[src/common/sslind_pkg.sv]
// Constants shared by the safety status LED indicator block.
// Functional notes
// - Output-state LED steady while safety outputs are on, dark while off.
// - Start LED dark when not met, steady when met, flashing while waiting.
// - One LED per safety input, steady when active, dark when inactive.
// - Any alert flashes error LED with related input LEDs and forces safe state.
// - Alert safe state ends by itself once its cause has gone.
// - Pair synchronization timeout raises alert, input LEDs flash in antiphase.
// - Interlock flashes both LEDs in phase; outputs wait for one quiet second.
// - Equal inputs where antivalence is needed: alert, both input LEDs steady.
// - Detected error: error LED steady, safe state latched until power cycle.
// - Configuration error lights all status LEDs; general error flashes them.
// - Supply fault: error LED steady, power LED flashing.
// - Own output fault: error LED steady, output-state LED flashing.
// - Extension output fault: error LED steady, state and start LEDs flash.
// - Start input cross circuit: error LED steady, start LED flashing.
// - Cross circuit at one input: error LED steady, that input LED flashing.
// - Cross circuit between two inputs: both input LEDs flash in phase.
// - Selector positions are taken once after power-up only.
// - Any selector change while powered is a latched configuration error.
package sslind_pkg;

  localparam int unsigned CLK_KHZ = 200000;
  localparam int unsigned FLASH_HALF_MS = 250;
  localparam int unsigned FLASH_HALF_CYC = FLASH_HALF_MS * CLK_KHZ;
  localparam int unsigned QUIET_MS = 1000;
  localparam int unsigned QUIET_CYC = QUIET_MS * CLK_KHZ;
  localparam int unsigned CNT_W = 28;
  localparam logic [1:0] BOOT_LAST = 2'h2;

  localparam int unsigned NIN = 3;
  localparam int unsigned NPAIR = 2;
  localparam int unsigned SEL_W = 4;

  localparam logic [7:0] OFS_CTRL = 8'h00;
  localparam logic [7:0] OFS_STATUS = 8'h04;
  localparam logic [7:0] OFS_ERR = 8'h08;
  localparam logic [7:0] OFS_ALERT = 8'h0c;
  localparam logic [31:0] CTRL_RST = 32'h0;
  localparam int unsigned CTRL_FORCE_BIT = 0;

  localparam int unsigned ST_OUT_BIT = 0;
  localparam int unsigned ST_ALERT_BIT = 1;
  localparam int unsigned ST_ERR_BIT = 2;
  localparam int unsigned ST_APP_LSB = 8;
  localparam int unsigned ST_START_LSB = 12;

  localparam int unsigned ERR_W = 16;
  localparam int unsigned ERR_CFG_BIT = 0;
  localparam int unsigned ERR_GEN_BIT = 1;
  localparam int unsigned ERR_SUP_BIT = 2;
  localparam int unsigned ERR_OUT_BIT = 3;
  localparam int unsigned ERR_EXT_BIT = 4;
  localparam int unsigned ERR_SXC_BIT = 5;
  localparam int unsigned ERR_IXC_LSB = 8;
  localparam int unsigned ERR_PXC_LSB = 12;

  localparam int unsigned AL_SYNC_LSB = 0;
  localparam int unsigned AL_ILK_LSB = 4;
  localparam int unsigned AL_ANTI_LSB = 8;

  typedef enum logic [1:0] {
    MODE_RUN = 2'h0,
    MODE_ALERT = 2'h1,
    MODE_ERROR = 2'h3
  } sslind_mode_type;

endpackage

[src/common/sslind_flash_if.sv]
// Flash phase carrier between the prescaler and the LED encoder.
`timescale 1ns/10ps
`default_nettype none
interface sslind_flash_if;
  logic phase;
  modport src (output phase);
  modport snk (input phase);
endinterface
`default_nettype wire

[src/core/sslind_flasher.sv]
// Flash prescaler producing the common blink phase.
`timescale 1ns/10ps
`default_nettype none
module sslind_flasher #(
  parameter int unsigned HALF_CYC = sslind_pkg::FLASH_HALF_CYC
) (
  input wire logic clk_sys_i,
  input wire logic rst_n_i,
  sslind_flash_if.src flash
);

  logic [sslind_pkg::CNT_W-1:0] cnt_r;
  logic [sslind_pkg::CNT_W-1:0] cnt_nxt;
  logic phase_r;
  logic phase_nxt;

  // One free-running phase keeps every flashing LED on the panel in step.
  always_comb begin
    cnt_nxt = cnt_r + 1'b1;
    phase_nxt = phase_r;
    if (cnt_r == sslind_pkg::CNT_W'(HALF_CYC - 1)) begin
      cnt_nxt = '0;
      phase_nxt = ~phase_r;
    end
  end

  always_ff @(posedge clk_sys_i or negedge rst_n_i) begin
    if (!rst_n_i) begin
      cnt_r <= '0;
      phase_r <= 1'b0;
    end else begin
      cnt_r <= cnt_nxt;
      phase_r <= phase_nxt;
    end
  end

  assign flash.phase = phase_r;

endmodule
`default_nettype wire

[src/core/sslind_top.sv]
// Safety status LED indicator: alert and error tracking with LED encoding.
`timescale 1ns/10ps
`default_nettype none
module sslind_top #(
  parameter int unsigned FLASH_HALF_CYC = sslind_pkg::FLASH_HALF_CYC,
  parameter int unsigned QUIET_CYC = sslind_pkg::QUIET_CYC
) (
  input wire logic clk_sys_i,
  input wire logic rst_n_i,
  input wire logic psel_i,
  input wire logic penable_i,
  input wire logic pwrite_i,
  input wire logic [7:0] paddr_i,
  input wire logic [31:0] pwdata_i,
  output logic [31:0] prdata_o,
  output logic pready_o,
  output logic pslverr_o,
  input wire logic [sslind_pkg::NIN-1:0] in_pin_i,
  input wire logic [sslind_pkg::SEL_W-1:0] sel_app_pin_i,
  input wire logic [sslind_pkg::SEL_W-1:0] sel_start_pin_i,
  input wire logic out_request_i,
  input wire logic start_met_i,
  input wire logic start_wait_i,
  input wire logic [sslind_pkg::NPAIR-1:0] sync_timeout_i,
  input wire logic [sslind_pkg::NPAIR-1:0] interlock_i,
  input wire logic [sslind_pkg::NPAIR-1:0] antivalent_i,
  input wire logic general_fault_i,
  input wire logic supply_fault_i,
  input wire logic out_fault_i,
  input wire logic ext_fault_i,
  input wire logic start_xc_i,
  input wire logic [sslind_pkg::NIN-1:0] in_xc_i,
  input wire logic [sslind_pkg::NPAIR-1:0] pair_xc_i,
  output logic safe_out_en_o,
  output logic led_power_o,
  output logic led_state_o,
  output logic led_start_o,
  output logic [sslind_pkg::NIN-1:0] led_in_o,
  output logic led_error_o,
  output logic [sslind_pkg::SEL_W-1:0] cfg_app_o,
  output logic [sslind_pkg::SEL_W-1:0] cfg_start_o
);

  localparam int unsigned NIN = sslind_pkg::NIN;
  localparam int unsigned NPAIR = sslind_pkg::NPAIR;
  localparam int unsigned SW2 = 2 * sslind_pkg::SEL_W;
  localparam int unsigned CW = sslind_pkg::CNT_W;

  // Reset release synchroniser.
  logic rst_meta_r;
  logic rst_n;

  always_ff @(posedge clk_sys_i or negedge rst_n_i) begin
    if (!rst_n_i) begin
      rst_meta_r <= 1'b0;
      rst_n <= 1'b0;
    end else begin
      rst_meta_r <= 1'b1;
      rst_n <= rst_meta_r;
    end
  end

  // Pin synchronisers for input terminals and selectors.
  logic [NIN-1:0] in_meta_r;
  logic [NIN-1:0] in_sync_r;
  logic [SW2-1:0] sel_meta_r;
  logic [SW2-1:0] sel_sync_r;

  always_ff @(posedge clk_sys_i or negedge rst_n) begin
    if (!rst_n) begin
      in_meta_r <= '0;
      in_sync_r <= '0;
      sel_meta_r <= '0;
      sel_sync_r <= '0;
    end else begin
      in_meta_r <= in_pin_i;
      in_sync_r <= in_meta_r;
      sel_meta_r <= {sel_app_pin_i, sel_start_pin_i};
      sel_sync_r <= sel_meta_r;
    end
  end

  sslind_flash_if flash_bus ();

  sslind_flasher #(
    .HALF_CYC(FLASH_HALF_CYC)
  ) u_flasher (
    .clk_sys_i(clk_sys_i),
    .rst_n_i(rst_n),
    .flash(flash_bus)
  );

  logic ph;
  assign ph = flash_bus.phase;

  // Selector capture after the synchronisers have settled.
  logic [1:0] boot_cnt_r;
  logic [1:0] boot_cnt_nxt;
  logic cap_done_r;
  logic cap_done_nxt;
  logic [SW2-1:0] sel_cap_r;
  logic [SW2-1:0] sel_cap_nxt;
  logic cfg_mismatch;

  always_comb begin
    boot_cnt_nxt = boot_cnt_r;
    cap_done_nxt = cap_done_r;
    sel_cap_nxt = sel_cap_r;
    if (!cap_done_r) begin
      if (boot_cnt_r == sslind_pkg::BOOT_LAST) begin
        sel_cap_nxt = sel_sync_r;
        cap_done_nxt = 1'b1;
      end else begin
        boot_cnt_nxt = boot_cnt_r + 2'h1;
      end
    end
  end

  always_ff @(posedge clk_sys_i or negedge rst_n) begin
    if (!rst_n) begin
      boot_cnt_r <= '0;
      cap_done_r <= 1'b0;
      sel_cap_r <= '0;
    end else begin
      boot_cnt_r <= boot_cnt_nxt;
      cap_done_r <= cap_done_nxt;
      sel_cap_r <= sel_cap_nxt;
    end
  end

  assign cfg_mismatch = cap_done_r && (sel_sync_r != sel_cap_r);

  // Latched errors; only a reset clears them, as a power cycle would.
  logic [sslind_pkg::ERR_W-1:0] err_r;
  logic [sslind_pkg::ERR_W-1:0] err_nxt;
  logic [sslind_pkg::ERR_W-1:0] err_now;
  logic err_any;

  always_comb begin
    err_now = '0;
    err_now[sslind_pkg::ERR_CFG_BIT] = cfg_mismatch;
    err_now[sslind_pkg::ERR_GEN_BIT] = general_fault_i;
    err_now[sslind_pkg::ERR_SUP_BIT] = supply_fault_i;
    err_now[sslind_pkg::ERR_OUT_BIT] = out_fault_i;
    err_now[sslind_pkg::ERR_EXT_BIT] = ext_fault_i;
    err_now[sslind_pkg::ERR_SXC_BIT] = start_xc_i;
    err_now[sslind_pkg::ERR_IXC_LSB +: NIN] = in_xc_i;
    err_now[sslind_pkg::ERR_PXC_LSB +: NPAIR] = pair_xc_i;
    err_nxt = err_r | err_now;
  end

  always_ff @(posedge clk_sys_i or negedge rst_n) begin
    if (!rst_n) begin
      err_r <= '0;
    end else begin
      err_r <= err_nxt;
    end
  end

  assign err_any = |err_r;

  // Interlock hold per pair: released after both inputs stay low long enough.
  logic [NPAIR-1:0] ilk_r;
  logic [NPAIR-1:0] ilk_nxt;
  logic [NPAIR-1:0][CW-1:0] quiet_r;
  logic [NPAIR-1:0][CW-1:0] quiet_nxt;

  always_comb begin
    ilk_nxt = ilk_r;
    quiet_nxt = quiet_r;
    for (int p = 0; p < NPAIR; p++) begin
      if (interlock_i[p]) begin
        ilk_nxt[p] = 1'b1;
        quiet_nxt[p] = '0;
      end else if (ilk_r[p]) begin
        if (!in_sync_r[p] && !in_sync_r[p+1]) begin
          if (quiet_r[p] == CW'(QUIET_CYC - 1)) begin
            ilk_nxt[p] = 1'b0;
            quiet_nxt[p] = '0;
          end else begin
            quiet_nxt[p] = quiet_r[p] + 1'b1;
          end
        end else begin
          quiet_nxt[p] = '0;
        end
      end
    end
  end

  always_ff @(posedge clk_sys_i or negedge rst_n) begin
    if (!rst_n) begin
      ilk_r <= '0;
      quiet_r <= '0;
    end else begin
      ilk_r <= ilk_nxt;
      quiet_r <= quiet_nxt;
    end
  end

  logic alert_any;
  assign alert_any = |{sync_timeout_i, ilk_r, antivalent_i};

  // Operating mode and register block state.
  sslind_pkg::sslind_mode_type mode_r;
  sslind_pkg::sslind_mode_type mode_nxt;
  logic out_en_r;
  logic out_en_nxt;
  logic [31:0] ctrl_r;
  logic [31:0] ctrl_nxt;
  logic [31:0] prdata_r;
  logic [31:0] prdata_nxt;

  always_comb begin
    case (mode_r)
      sslind_pkg::MODE_RUN: begin
        if (err_any) begin
          mode_nxt = sslind_pkg::MODE_ERROR;
        end else if (alert_any) begin
          mode_nxt = sslind_pkg::MODE_ALERT;
        end else begin
          mode_nxt = sslind_pkg::MODE_RUN;
        end
      end
      sslind_pkg::MODE_ALERT: begin
        if (err_any) begin
          mode_nxt = sslind_pkg::MODE_ERROR;
        end else if (!alert_any) begin
          mode_nxt = sslind_pkg::MODE_RUN;
        end else begin
          mode_nxt = sslind_pkg::MODE_ALERT;
        end
      end
      sslind_pkg::MODE_ERROR: mode_nxt = sslind_pkg::MODE_ERROR;
      default: mode_nxt = sslind_pkg::MODE_ERROR;
    endcase
  end

  // Outputs drop one edge after a sync timeout or antivalence alert, two after a fault or interlock request, the same edge on which the mode follows.
  assign out_en_nxt = (mode_r == sslind_pkg::MODE_RUN) && !alert_any && !err_any &&
                      out_request_i && !ctrl_r[sslind_pkg::CTRL_FORCE_BIT];

  // Read data is captured in the setup cycle so the access cycle needs no wait.
  always_comb begin
    ctrl_nxt = ctrl_r;
    prdata_nxt = prdata_r;
    if (psel_i && penable_i && pwrite_i && paddr_i == sslind_pkg::OFS_CTRL) begin
      ctrl_nxt = {31'h0, pwdata_i[sslind_pkg::CTRL_FORCE_BIT]};
    end
    if (psel_i && !penable_i) begin
      prdata_nxt = 32'h0;
      case (paddr_i)
        sslind_pkg::OFS_CTRL: prdata_nxt = ctrl_r;
        sslind_pkg::OFS_STATUS: begin
          prdata_nxt[sslind_pkg::ST_OUT_BIT] = out_en_r;
          prdata_nxt[sslind_pkg::ST_ALERT_BIT] = mode_r == sslind_pkg::MODE_ALERT;
          prdata_nxt[sslind_pkg::ST_ERR_BIT] = mode_r == sslind_pkg::MODE_ERROR;
          prdata_nxt[sslind_pkg::ST_APP_LSB +: sslind_pkg::SEL_W] =
            sel_cap_r[SW2-1 -: sslind_pkg::SEL_W];
          prdata_nxt[sslind_pkg::ST_START_LSB +: sslind_pkg::SEL_W] =
            sel_cap_r[sslind_pkg::SEL_W-1:0];
        end
        sslind_pkg::OFS_ERR: prdata_nxt[sslind_pkg::ERR_W-1:0] = err_r;
        sslind_pkg::OFS_ALERT: begin
          prdata_nxt[sslind_pkg::AL_SYNC_LSB +: NPAIR] = sync_timeout_i;
          prdata_nxt[sslind_pkg::AL_ILK_LSB +: NPAIR] = ilk_r;
          prdata_nxt[sslind_pkg::AL_ANTI_LSB +: NPAIR] = antivalent_i;
        end
        default: prdata_nxt = 32'h0;
      endcase
    end
  end

  always_ff @(posedge clk_sys_i or negedge rst_n) begin
    if (!rst_n) begin
      mode_r <= sslind_pkg::MODE_RUN;
      out_en_r <= 1'b0;
      ctrl_r <= sslind_pkg::CTRL_RST;
      prdata_r <= 32'h0;
    end else begin
      mode_r <= mode_nxt;
      out_en_r <= out_en_nxt;
      ctrl_r <= ctrl_nxt;
      prdata_r <= prdata_nxt;
    end
  end

  assign pready_o = 1'b1;
  assign pslverr_o = psel_i && penable_i && !(paddr_i == sslind_pkg::OFS_CTRL ||
                     paddr_i == sslind_pkg::OFS_STATUS || paddr_i == sslind_pkg::OFS_ERR ||
                     paddr_i == sslind_pkg::OFS_ALERT);
  assign prdata_o = prdata_r;

  // LED pattern encoder.
  logic pwr_r, state_r, start_r, error_r;
  logic pwr_nxt, state_nxt, start_nxt, error_nxt;
  logic [NIN-1:0] in_led_r;
  logic [NIN-1:0] in_led_nxt;
  logic shown;

  always_comb begin
    pwr_nxt = 1'b1;
    error_nxt = 1'b0;
    state_nxt = out_en_r;
    start_nxt = start_met_i ? 1'b1 : (start_wait_i ? ph : 1'b0);
    in_led_nxt = in_sync_r;
    shown = 1'b0;
    if (mode_r == sslind_pkg::MODE_ERROR) begin
      error_nxt = 1'b1;
      state_nxt = 1'b0;
      start_nxt = 1'b0;
      in_led_nxt = '0;
      if (err_r[sslind_pkg::ERR_CFG_BIT]) begin
        state_nxt = 1'b1;
        start_nxt = 1'b1;
        in_led_nxt = '1;
      end else if (err_r[sslind_pkg::ERR_GEN_BIT]) begin
        state_nxt = ph;
        start_nxt = ph;
        in_led_nxt = {NIN{ph}};
      end else if (err_r[sslind_pkg::ERR_SUP_BIT]) begin
        pwr_nxt = ph;
      end else if (err_r[sslind_pkg::ERR_OUT_BIT]) begin
        state_nxt = ph;
      end else if (err_r[sslind_pkg::ERR_EXT_BIT]) begin
        state_nxt = ph;
        start_nxt = ph;
      end else if (err_r[sslind_pkg::ERR_SXC_BIT]) begin
        start_nxt = ph;
      end else begin
        for (int p = 0; p < NPAIR; p++) begin
          if (err_r[sslind_pkg::ERR_PXC_LSB + p]) begin
            in_led_nxt[p] = ph;
            in_led_nxt[p+1] = ph;
          end
        end
        for (int i = 0; i < NIN; i++) begin
          if (err_r[sslind_pkg::ERR_IXC_LSB + i]) begin
            in_led_nxt[i] = ph;
          end
        end
      end
    end else if (mode_r == sslind_pkg::MODE_ALERT) begin
      error_nxt = ph;
      // Only the first pair in alert is drawn, so patterns never overlap.
      for (int p = 0; p < NPAIR; p++) begin
        if (!shown) begin
          if (sync_timeout_i[p]) begin
            in_led_nxt[p] = ph;
            in_led_nxt[p+1] = ~ph;
            shown = 1'b1;
          end else if (ilk_r[p]) begin
            in_led_nxt[p] = ph;
            in_led_nxt[p+1] = ph;
            shown = 1'b1;
          end else if (antivalent_i[p]) begin
            in_led_nxt[p] = 1'b1;
            in_led_nxt[p+1] = 1'b1;
            shown = 1'b1;
          end
        end
      end
    end
  end

  always_ff @(posedge clk_sys_i or negedge rst_n) begin
    if (!rst_n) begin
      pwr_r <= 1'b0;
      state_r <= 1'b0;
      start_r <= 1'b0;
      error_r <= 1'b0;
      in_led_r <= '0;
    end else begin
      pwr_r <= pwr_nxt;
      state_r <= state_nxt;
      start_r <= start_nxt;
      error_r <= error_nxt;
      in_led_r <= in_led_nxt;
    end
  end

  assign safe_out_en_o = out_en_r;
  assign led_power_o = pwr_r;
  assign led_state_o = state_r;
  assign led_start_o = start_r;
  assign led_in_o = in_led_r;
  assign led_error_o = error_r;
  assign cfg_app_o = sel_cap_r[SW2-1 -: sslind_pkg::SEL_W];
  assign cfg_start_o = sel_cap_r[sslind_pkg::SEL_W-1:0];

endmodule
`default_nettype wire

[config.mk]
export PLATFORM = sky130hd
export DESIGN_NAME = sslind_top
export DESIGN_NICKNAME = d
export VERILOG_FILES = /design/src/common/sslind_pkg.sv /design/src/common/sslind_flash_if.sv /design/src/core/sslind_flasher.sv /design/src/core/sslind_top.sv
export SDC_FILE = /design/constraint.sdc
export NUM_CORES = 1
export LEC_CHECK = 0
export ABC_AREA = 1
export BUFFER_PORTS_ARGS = -buffer_cell sky130_fd_sc_hd__buf_2
export CORE_MARGIN = 1
export CORE_UTILIZATION = 55
export CTS_BUF_LIST = sky130_fd_sc_hd__clkbuf_4 sky130_fd_sc_hd__clkbuf_8 sky130_fd_sc_hd__clkbuf_16
export CTS_CLUSTER_SIZE = 16
export DETAILED_ROUTE_END_ITERATION = 7
export PLACE_DENSITY_LB_ADDON = 0.1
export SETUP_SLACK_MARGIN = 0.05
export SYNTH_ARGS = -nofsm -noshare
export SYNTH_HDL_FRONTEND = slang
export SYNTH_SLANG_ARGS = --single-unit
[constraint.sdc]
create_clock -name clk_sys_i -period 9.63 [get_ports clk_sys_i]
set_clock_uncertainty 0.15 [all_clocks]
set_input_delay 1.926 -clock clk_sys_i [delete_from_list [all_inputs] [get_ports clk_sys_i]]
set_output_delay 1.926 -clock clk_sys_i [all_outputs]
set_load 0.01 [all_outputs]
Word-level counts from Yosys, hierarchy flattened --
Cells that the tools add are included.
Word-level totals: register bits after elaboration 165, latch bits 0, bits in writable memories 0, bits in read-only memories 0, bits of input ports 75, output and inout bits 50, word-level logic and storage cells 149, memories 0
Cells by class: $add $sub $neg 4, multipliers 0, divide/modulo/power cells 0, magnitude comparators 0, eq/ne operators 10, shift operators 0, muxes and demuxes 75, bitwise logic cells 4, reductions and logical operators 32
Operator list (number):
- $mux W28 | 9
- $add A28 B1 Y28 const B | 3
- $eq A28 B28 Y1 const B | 2
- $mux W1 | 41
- $eq A28 B26 Y1 const B | 1
- $mux W2 | 12
- $mux W3 | 8
- $eq A8 B4 Y1 const B | 2
- $or A16 B14 Y16 | 1
- $reduce_or A16 Y1 | 1
- $logic_and A1 B1 Y1 | 12
- $pmux W6 S2 | 1
- $eq A8 B3 Y1 const B | 1
- $logic_not A1 Y1 | 8
- $logic_not A8 Y1 | 1
- $ne A8 B8 Y1 | 1
- $pmux W2 S4 | 1
- $pmux W2 S3 | 1
- $reduce_or A6 Y1 | 1
- $eq A2 B2 Y1 const B | 2
- $pmux W2 S2 | 1
- $reduce_and A2 Y1 | 2
- $reduce_bool A2 Y1 | 2
- $logic_or A1 B1 Y1 | 3
- other kinds (6) | 8

Depth between registers and ports, before layout --
Gate-level depths: netlist (run 1).
depth after elaboration 10, mapped depth 11, depth with buffers taken out 10

Cells and area by module --
From an unflattened synthesis (run 1), not the netlist that was laid out.
Unflattened totals: cell total of the unflattened synthesis 1101, area, all modules 8454.4 sq um
By module, submodules not included:
- sslind_top | times used 1, cells each 883, area each 6822.8 sq um, sequential area each 3228.1 sq um
- sslind_flasher | times used 1, cells each 218, area each 1631.6 sq um, sequential area each 725.7 sq um

Least setup slack after synthesis (run 1) --
OpenSTA, ideal clock, no wires.
kind input port to output port, start in paddr_i[0], end out pslverr_o, arrival 2704 ps, required time 7554 ps, slack 4850 ps, cell stages on the path 6, buffers on the path 0, cell sequence inv_1 nand2_1 nor3_1 nand2_1 nand3_1 nor3_1
Between the ends: cells in the longest elaborated chain, start to end 6, elaborated cells between the ends (all ways) 9, those cells by class eq/ne (3); reduce/logical (6)
RTL lines:
- from (decl) | line sslind_top.sv:13 | input wire logic [7:0] paddr_i,
- $eq A8 B3 Y1 or $logic_not A8 Y1 (tied branches)
- $logic_or A1 B1 Y1 | line sslind_top.sv:288 | assign pslverr_o = psel_i && penable_i && !(paddr_i == sslind_pkg::OFS_CTRL ||
- $logic_or A1 B1 Y1 | line sslind_top.sv:289 | paddr_i == sslind_pkg::OFS_STATUS || paddr_i == sslind_pkg::OFS_ERR ||
- $logic_or A1 B1 Y1 * | line sslind_top.sv:289
- $logic_not A1 Y1 * | line sslind_top.sv:288
- $logic_and A1 B1 Y1 * | line sslind_top.sv:288
- to (decl) | line sslind_top.sv:17 | output logic pslverr_o,
Mark *: on every way between the ends. The rest lies on a longest branch, timed or not.

Final worst setup path (run 1) --
Same ends and word-level chain as after synthesis.

==> results of run 1 <==
[stage by stage]
stage	hold slack (ps)	total power [mW]	instances	utilization
CTS	199.2	1.445	1471	0.6431
detailed placement	184.7	0.7420	1439	0.6027
global placement	181.2	0.7412	1439	0.6027
finish	198.5	1.431	1472	0.6432
floorplan	181.2	0.7253	1183	-
global route	206.8	1.482	1471	0.6431
[where the power goes]
group          internal, mW  leakage, nW  switching (mW)  total [mW]
Clock                 0.426        0.297           0.276       0.702
Sequential            0.672         1.99          0.0102       0.682
Combinational        0.0153         2.38          0.0315      0.0469
Total                  1.11         4.67           0.318        1.43
[metal layers]
layer	vias up	track usage	wire, um
met5	-	0	0
met4	0	0.07128	199
met3	21	0.04925	969
met2	187	0.3996	8777
met1	3410	0.3671	9452
li1	3793	-	-
[worst max-delay path, cell delays in order]
cell	delay, ps
buf_2	110
inv_1	60
nand2_1	100
nor3_1	370
nand2_1	330
nand3_1	170
nor3_1	60
buf_2	150
[layout make-up]
| cell class | count | area [um^2] |
|---|---|---|
| Sequential cell | 158 | 3958 |
| Clock inverter | 12 | 157.7 |
| Timing Repair Buffer | 78 | 400.4 |
| Multi-Input combinational cell | 832 | 4005 |
| Antenna cell | 1 | 2.502 |
| Inverter | 160 | 603.1 |
| Fill cell | 1392 | 5464 |
| Tap cell | 211 | 264.0 |
| Clock buffer | 20 | 460.4 |
[kinds of logic (layout without fill, tap and decap cells)]
family | Yosys count | after routing | synth area share
AOI/OAI and AO/OA | 83 | 83 | 0.05572
xor gates and xnor gates | 40 | 40 | 0.04021
adders and majority gates | 4 | 4 | 0.005745
buffers and inverters | 193 | 270 | 0.09421
DFF | 158 | 158 | 0.4538
muxes | 3 | 3 | 0.003877
other | 2 | 21 | 0.0008620
and+or+nand+nor | 682 | 682 | 0.3455
[state kept, by name, summed over array words and instances, names as in the netlist, 2 cells and up]
| signal | flops |
|---|---|
| sel_cap_r | 8 |
| in_sync_r | 3 |
| sel_meta_r | 8 |
| err_r | 11 |
| mode_r | 2 |
| prdata_o | 14 |
| boot_cnt_r | 2 |
| quiet_r | 56 |
| ilk_r | 2 |
| u_flasher.cnt_r | 28 |
| led_in_o | 3 |
| sel_sync_r | 8 |
| in_meta_r | 3 |
[how the worst max path moves through the flow]
stage / start / endpoint / slack [ps] / depth (start not counted)
detailed placement: paddr_i[0] / pslverr_o / 4300 / 8
CTS: paddr_i[0] / pslverr_o / 4290 / 8
global route: paddr_i[0] / pslverr_o / 4130 / 8
global placement: paddr_i[7] / pslverr_o / 4410 / 8
floorplan: rst_n / boot_cnt_r[0] / 4750 / 0
finish: paddr_i[0] / pslverr_o / 4280 / 8
[placed cells by master (no fill, tap or decap), drive strengths merged, types with 4 or more instances in the layout]
cell	count
o22ai	11
o211ai	5
inv	163
xor2	30
clkbuf	20
a21oi	21
buf	78
nand3	90
nand4	22
o21ai	32
xnor2	10
o21bai	7
nor2	195
conb	20
dfrtp	158
ha	4
or2	12
nor3	32
nand2	328
==> results by group, run 1 <==
Route
  • DR WL/cell: about 13 um
  • Post-route ant nets: 0
  • DR DRC count: 0
  • Total wire length: between 15 and 20 mm
  • Routed vias: between 7,000 and 8,000
  • Vias per inst: slightly above 5
  • Initial DRC count: 427
  • First-pass DRT Iterations: 5

Clock network
  • Clock buffer count from CTS: 17
  • # Post-CTS Setup Buffers: 0
  • Clock Tree Root: clkbuf_16
  • Clock sinks: roughly 160
  • Clock latency on the worst-skew pair: about 430 ps
  • # resized after CTS: 0
  • CTS Hold Bufs: 0
  • CTS tree: yes
  • CTS H-tree depth: 4
  • Clock transition at path regs: about 60 ps
  • Bufs on Longest Clock Path: 2

Logic synthesis
  • Yosys top cell area share: 0.4538
  • Cell count after synthesis: roughly 1,200
  • Post-synth EDFFs: 0
  • Synthesized flop and latch total: 158
  • Largest cells by area after synthesis: dfrtp_1, nand2_1, nor2_1
  • Most frequent cells after synthesis: nand2_1, nor2_1, dfrtp_1
  • Ys async rst share: 1.000
  • Count of cell types in the netlist: 41
  • Post-synthesis sequential area ratio: 0.4538
  • Post-Syn Area: 8712 um^2
  • Top_reg_cell synth: dfrtp_1
  • Mean post-synth cell area: between 7 and 8 um^2
  • Yosys top cell by area: dfrtp_1
  • Top-count cell post-synth: nand2_1
  • Synth warn: 0

Pwr
  • LEAKAGE: about 4.7 nW
  • Max VDD drop: between 100 and 150 uV
  • P per Cell Area: around 150 nW/um^2

Layout
  • Final nets: 1,326
  • Area growth syn-to-layout: 13.07%
  • Share of cells above drive strength 1: 0.1373
  • Final instance area: 9851 um^2

Global route
  • Total GRT Usage: 0.2568
  • Initial antenna violation count: 1
  • Largest net degree at the start of global routing: 56
  • Vias in the first global route: a little under 7,000
  • Global-route wire length before repair: around 33 mm
  • Grt total ovfl: 0

Timing
  • TNS Setup: 0 ps
  • Crit share post-route: 0.5556
  • Hold Violations, Final: 0
  • Max frequency: 0.1869 GHz
  • Crit path time final: roughly 5400 ps
  • RSZ-0062 raised after global routing: false
  • Worst relative slew slack: 0.4061
  • Worst-Margin Slew: a little under 900 ps
  • Final WS setup: 4279 ps
  • Setup violators final: 0
  • Max Slew Vio Count: 0

Worst setup path
  • FF-to-FF Start: quiet_r[28]
  • R2R Path End: quiet_r[37]
  • Crit start category: input port
  • Worst R2R Path Depth: 10
  • Arr. time, crit path: approximately 3300 ps
  • CP max FO: 9
  • WP data required: roughly 7600 ps
  • Reg2Reg Setup Slack: 7710 ps
  • CP endpoint kind: output pin
  • Setup Crit Path Kind: input port to output pin

Placed design
  • HPWL after detailed placement: 14.46 mm
  • Gpl congestion: 0.8900
  • Port buffer count: 74
  • Worst slack, placed: around 4300 ps
  • Post-DP Area: slightly above 9000 um^2

Die
  • Initial Util: 0.5689
  • Total I/O pin count: 125
  • Rows: 45
  • Die X: about 130 um
  • DIE HEIGHT: ~130 um
  • Total core area: between 15,000 and 20,000 um^2
  • Die Area: 16,350 um^2

Run
  • Max Cap Viol: 0

Worst hold path
  • Hold Startpoint: sel_meta_r[3]
  • Hold crit path type: flop to flop
  • Min-Delay Endpoint: sel_sync_r[3]
  • Hold Crit Depth: 0

Status
  • Status: complete, no violations
Note: power is estimated with default switching activity, not from simulation.
==> run 2, diff against run 1 <==
CORE_UTILIZATION = 52   (was 55)
clock period = 4.8 ns   (was 9.63 ns; I/O delays follow)
==> run 2 against run 1 <==
  * Worst setup slack worse by 2900 ps
  * Critical path depth stayed put
  * Count of clock-buffer cells in the layout stayed put
  * Clock power is 92% higher
  * Register-to-register slack worse by 4800 ps
  * Sequential share of layout area is 0.072 points higher
  * First-iteration DRC count is 16% higher
  * Global-route usage is 1.7 points lower
  * Flip-flop and latch count stayed put
  * Critical path type unchanged
  * Critical endpoint unchanged
  * Largest cell class unchanged
  * Highest routed layer unchanged
==> results by group, run 2 (synthesis gave the netlist of run 1 again) <==
Die
  • Die X: around 130 um
  • Total I/O pin count: 125
  • Initial Util: 0.5406
  • Rows: 46
  • Die Area: 17,280 um^2
  • DIE HEIGHT: around 130 um
  • Total core area: roughly 16,000 um^2

Route
  • Total wire length: approximately 20 mm
  • First-pass DRT Iterations: 5
  • Routed vias: 7,422
  • DR WL/cell: 13.32 um
  • DR DRC count: 0
  • Vias per inst: about 5.0
  • Initial DRC count: approximately 500
  • Post-route ant nets: 0

Worst setup path
  • R2R Path End: u_flasher.cnt_r[22]
  • CP max stage cell: nor3_1
  • Arr. time, crit path: 2260 ps
  • Crit start category: input port
  • FF-to-FF Start: u_flasher.cnt_r[0]
  • CP endpoint kind: output pin
  • Reg2Reg Setup Slack: 2880 ps
  • WP data required: 3690 ps
  • CP Cell Sequence: buf_2 -> inv_1 -> nand2_1 -> nor3_1 -> nand2_1 -> nand3_1 -> nor3_1 -> buf_2
  • Setup Crit Path Kind: input port to output pin
  • Worst R2R Path Depth: 8
  • Slowest stage delay, CP: between 300 and 400 ps
  • CP max FO: 9

Layout
  • Final nets: between 1,000 and 1,500
  • Max reg flops: 56
  • Most common cell after layout, fill and taps aside: nand2_1
  • Area growth syn-to-layout: 12.87%
  • Largest register by flop count: quiet_r
  • Final Core Density: 0.6102
  • Share of cells above drive strength 1: 0.1366
  • Most frequent cells in the layout: nand2_1, nor2_1, dfrtp_1

Pwr
  • LEAKAGE: 4.655 nW
  • P per Cell Area: around 290 nW/um^2
  • Max VDD drop: 265.2 uV

Clock network
  • CTS H-tree depth: 4
  • Bufs on Longest Clock Path: 2
  • Clock sinks: approximately 160
  • Clock Tree Root: clkbuf_16
  • CTS Hold Bufs: 0
  • Clock buffer count from CTS: 17
  • # Post-CTS Setup Buffers: 0
  • CTS tree: yes
  • Clock transition at path regs: roughly 60 ps
  • # resized after CTS: 0
  • Clock latency on the worst-skew pair: ~420 ps

Placed design
  • Worst slack, placed: about 1400 ps
  • Port buffer count: 74
  • HPWL after detailed placement: 14.44 mm
  • Gpl congestion: about 0.90

Global route
  • Global-route wire length before repair: approximately 33 mm
  • Largest net degree at the start of global routing: 84
  • GR met3 Demand/Resource: 0.05093
  • Met2 Usage GRT: 0.3639
  • Total GRT Usage: 0.2400
  • Grt total ovfl: 0
  • GR peak layer: met2
  • Vias in the first global route: 6,937
  • Met1 Track Usage GR: 0.3438
  • Initial antenna violation count: 1

Timing
  • Max Slew Vio Count: 0
  • Final WS setup: about 1400 ps
  • Worst-Margin Slew: ~950 ps
  • Hold Violations, Final: 0
  • Setup violators final: 0
  • RSZ-0062 raised after global routing: false
  • Worst relative slew slack: 0.3642
  • WHS: ~160 ps
  • Crit path time final: about 3400 ps
  • Max frequency: between 0.2 and 0.3 GHz
  • Crit share post-route: 0.7028
  • TNS Setup: 0 ps

Status
  • Status: complete, no violations

Worst hold path
  • Hold crit path type: input port to async pin

Run
  • Max Cap Viol: 0
==> run 2: layout make-up <==
type                    instances  area, um^2
flip-flops and latches        158        3958
diodes                          1       2.502
multi-input cells             832        4005
repair buffers                 77       405.4
inverters                     160       603.1
well taps                     216       270.3
clock buffers                  20       454.2
fillers                      1474        6282
clock inverters                12       135.1
==> run 2: metal layers <==
metal	part of all wire	wire, um	vias to the layer above
met5	0	0	-
li1	-	-	3780
met1	0.49	9720	3435
met2	0.45	8798	186
met4	0.012	238	0
met3	0.046	904	21
==> run 2: metrics by stage <==
step	cell area, um^2	std cells	power [mW]
6_report	9833	1476	2.810
5_1_grt	9831	1475	2.909
4_1_cts	9831	1475	2.844
3_5_place_dp	9241	1443	1.490
3_3_place_gp	9241	1443	1.489
2_1_floorplan	8781	1183	1.455
==> run 2: power breakdown <==
group / switching (mW) / total [mW] / internal, mW / leakage [nW]
clock network: 0.551 / 1.35 / 0.796 / 0.281
logic: 0.0598 / 0.0912 / 0.0314 / 2.38
registers: 0.0244 / 1.37 / 1.35 / 1.99
total: 0.635 / 2.81 / 2.18 / 4.65
==> run 2: worst max-delay path, delay by kind of cell <==
family                 cells  cell delay [ps]
AND/OR/NAND/NOR            5              990
buffers and inverters      3              320
==> run 2: how the worst max path moves through the flow <==
stage                from         to  slack [ps]  cells past startpoint
6_report       paddr_i[1]  pslverr_o        1430                      8
5_1_grt        paddr_i[7]  pslverr_o        1280                      8
4_1_cts        paddr_i[1]  pslverr_o        1420                      8
3_5_place_dp   paddr_i[1]  pslverr_o        1440                      8
3_3_place_gp   paddr_i[7]  pslverr_o        1530                      8
2_1_floorplan  paddr_i[0]  pslverr_o        1950                      6
==> run 3, diff against run 2 <==
clock period = 2.97 ns   (was 4.8 ns; I/O delays follow)
==> run 3 against run 2 <==
  * Power is 55% higher
  * Non-clock buffer count is 7 higher
  * Worst setup slack worse by 990 ps
  * Clock power is 47% higher
  * Largest cell class unchanged
  * First-iteration DRC count is 3.6% higher
  * Critical path depth stayed put
==> results by group, run 3 (synthesis gave the netlist of run 1 again) <==
Status
  • Status: complete, no violations

Timing
  • Crit path time final: ~2500 ps
  • Worst-Margin Slew: 646.0 ps
  • Hold Violations, Final: 0
  • Setup violators final: 0
  • RSZ-0062 raised after global routing: false
  • TNS Setup: 0 ps
  • Worst relative slew slack: 0.5693
  • Max frequency: around 0.4 GHz
  • Crit share post-route: 0.8526
  • Max Slew Vio Count: 0

Route
  • DR WL/cell: between 10 and 15 um
  • DR DRC count: 0
  • Post-route ant nets: 0
  • Vias per inst: 4.978
  • Total wire length: 19.75 mm
  • First-pass DRT Iterations: 5
  • Routed vias: 7,378
  • Initial DRC count: between 500 and 600

Pwr
  • Max VDD drop: 475.7 uV
  • Internal power: about 3.4 mW
  • LEAKAGE: 4.672 nW
  • Switch Pwr: around 990 uW
  • Combinational Power Share: 0.037
  • Switching share of power: 0.2264
  • Sequential power share: 0.508
  • Clock power frac: 0.455
  • P per Cell Area: approximately 440 nW/um^2

Clock network
  • # Post-CTS Setup Buffers: 0
  • CTS tree: yes
  • Clock Tree Root: clkbuf_16
  • # resized after CTS: 0
  • Clock buffer count from CTS: 17
  • Clock sinks: 158
  • CTS H-tree depth: 4
  • Clock latency on the worst-skew pair: roughly 420 ps
  • CTS Hold Bufs: 1
  • Clock transition at path regs: 60 ps
  • Bufs on Longest Clock Path: 2

Layout
  • Final Core Density: 0.6112
  • Share of cells above drive strength 1: 0.1399
  • Multi-input gate area: roughly 4000 um^2
  • Fillers: about 1,500
  • Most frequent cells in the layout: nand2_1, nor2_1, dfrtp_1
  • Largest register by flop count: quiet_r
  • Final nets: about 1,300
  • Most common cell after layout, fill and taps aside: nand2_1
  • Area growth syn-to-layout: 13.05%
  • Register area: 3958 um^2
  • Max reg flops: 56

Worst setup path
  • WP data required: around 2200 ps
  • R2R Path End: u_flasher.flash.phase
  • FF-to-FF Start: u_flasher.cnt_r[0]
  • CP endpoint kind: output pin
  • Arr. time, crit path: around 1800 ps
  • Setup Crit Path Kind: input port to output pin
  • Crit start category: input port
  • Reg2Reg Setup Slack: ~1100 ps
  • CP max FO: 7
  • Worst R2R Path Depth: 9

Global route
  • Total GRT Usage: 0.2410
  • Grt total ovfl: 0
  • Global-route wire length before repair: roughly 34 mm
  • Initial antenna violation count: 1
  • Met1 Track Usage GR: 0.3517
  • Vias in the first global route: about 7,000
  • Largest net degree at the start of global routing: 53
  • Met2 Usage GRT: 0.3686
  • GR met3 Demand/Resource: 0.04707
  • GR peak layer: met2

Die
  • DIE HEIGHT: ~130 um
  • Die Area: between 15,000 and 20,000 um^2
  • Die X: between 100 and 150 um
  • Total core area: ~16,000 um^2
  • Total I/O pin count: approximately 130
  • Initial Util: 0.5406
  • Rows: 46

Worst hold path
  • Hold Crit Depth: 1
  • Hold crit path type: input port to flop
  • Hold Startpoint: in_pin_i[1]
  • Min-Delay Endpoint: in_meta_r[1]

Run
  • Max Cap Viol: 0

Placed design
  • Gpl congestion: 0.9142
  • HPWL after detailed placement: 14.85 mm
  • Port buffer count: 74
## run 3: area by class of cell
cell class | instances | share of cell area
diodes | 1 | 0.0002541
repair buffers | 84 | 0.04802
well taps | 216 | 0.02744
clock inverters | 9 | 0.006352
clock buffers | 22 | 0.04827
flip-flops and latches | 158 | 0.4018
multi-input cells | 832 | 0.4066
inverters | 160 | 0.06123
## run 3: power by group through the flow
stage                     sequential, mW  combinational (mW)  clock, mW
after floorplan                     2.27              0.0840          0
after global placement              2.25               0.161          0
after detailed placement            2.25               0.163          0
after CTS                           2.21               0.164       2.04
after global routing                2.22               0.182       2.13
final                               2.21               0.161       1.98
## run 3: routing by layer
metal | share of wire | vias to the layer above
met2 | 0.45 | 177
met4 | 0.012 | 0
met5 | 0 | -
met1 | 0.49 | 3394
li1 | - | 3789
met3 | 0.047 | 18
## run 3: stage by stage
step	power [mW]	setup slack (ps)	hold WS, ps	std cells	cell area (um^2)
after CTS	4.415	467.2	116.0	1481	9847
final	4.358	437.8	128.6	1482	9849
after detailed placement	2.416	474.1	185.8	1449	9299
after global placement	2.413	486.0	182.2	1449	9299
after floorplan	2.352	203.5	148.4	1183	8781
after global routing	4.530	346.9	110.9	1481	9847
## run 3: critical path, cell delays in order
cell	delay (ps)
buf_2	100
inv_1	60
nand2_1	90
nor3_2	310
nand2_1	260
nand3_1	170
nor3_1	60
buf_2	140
## run 3: worst max-delay path by stage
stage | startpoint | to | slack, ps
global route | paddr_i[1] | pslverr_o | 350
floorplan | rst_n | boot_cnt_r[0] | 200
finish | paddr_i[0] | pslverr_o | 440
CTS | paddr_i[0] | pslverr_o | 470
detailed placement | paddr_i[0] | pslverr_o | 470
global placement | paddr_i[0] | pslverr_o | 490
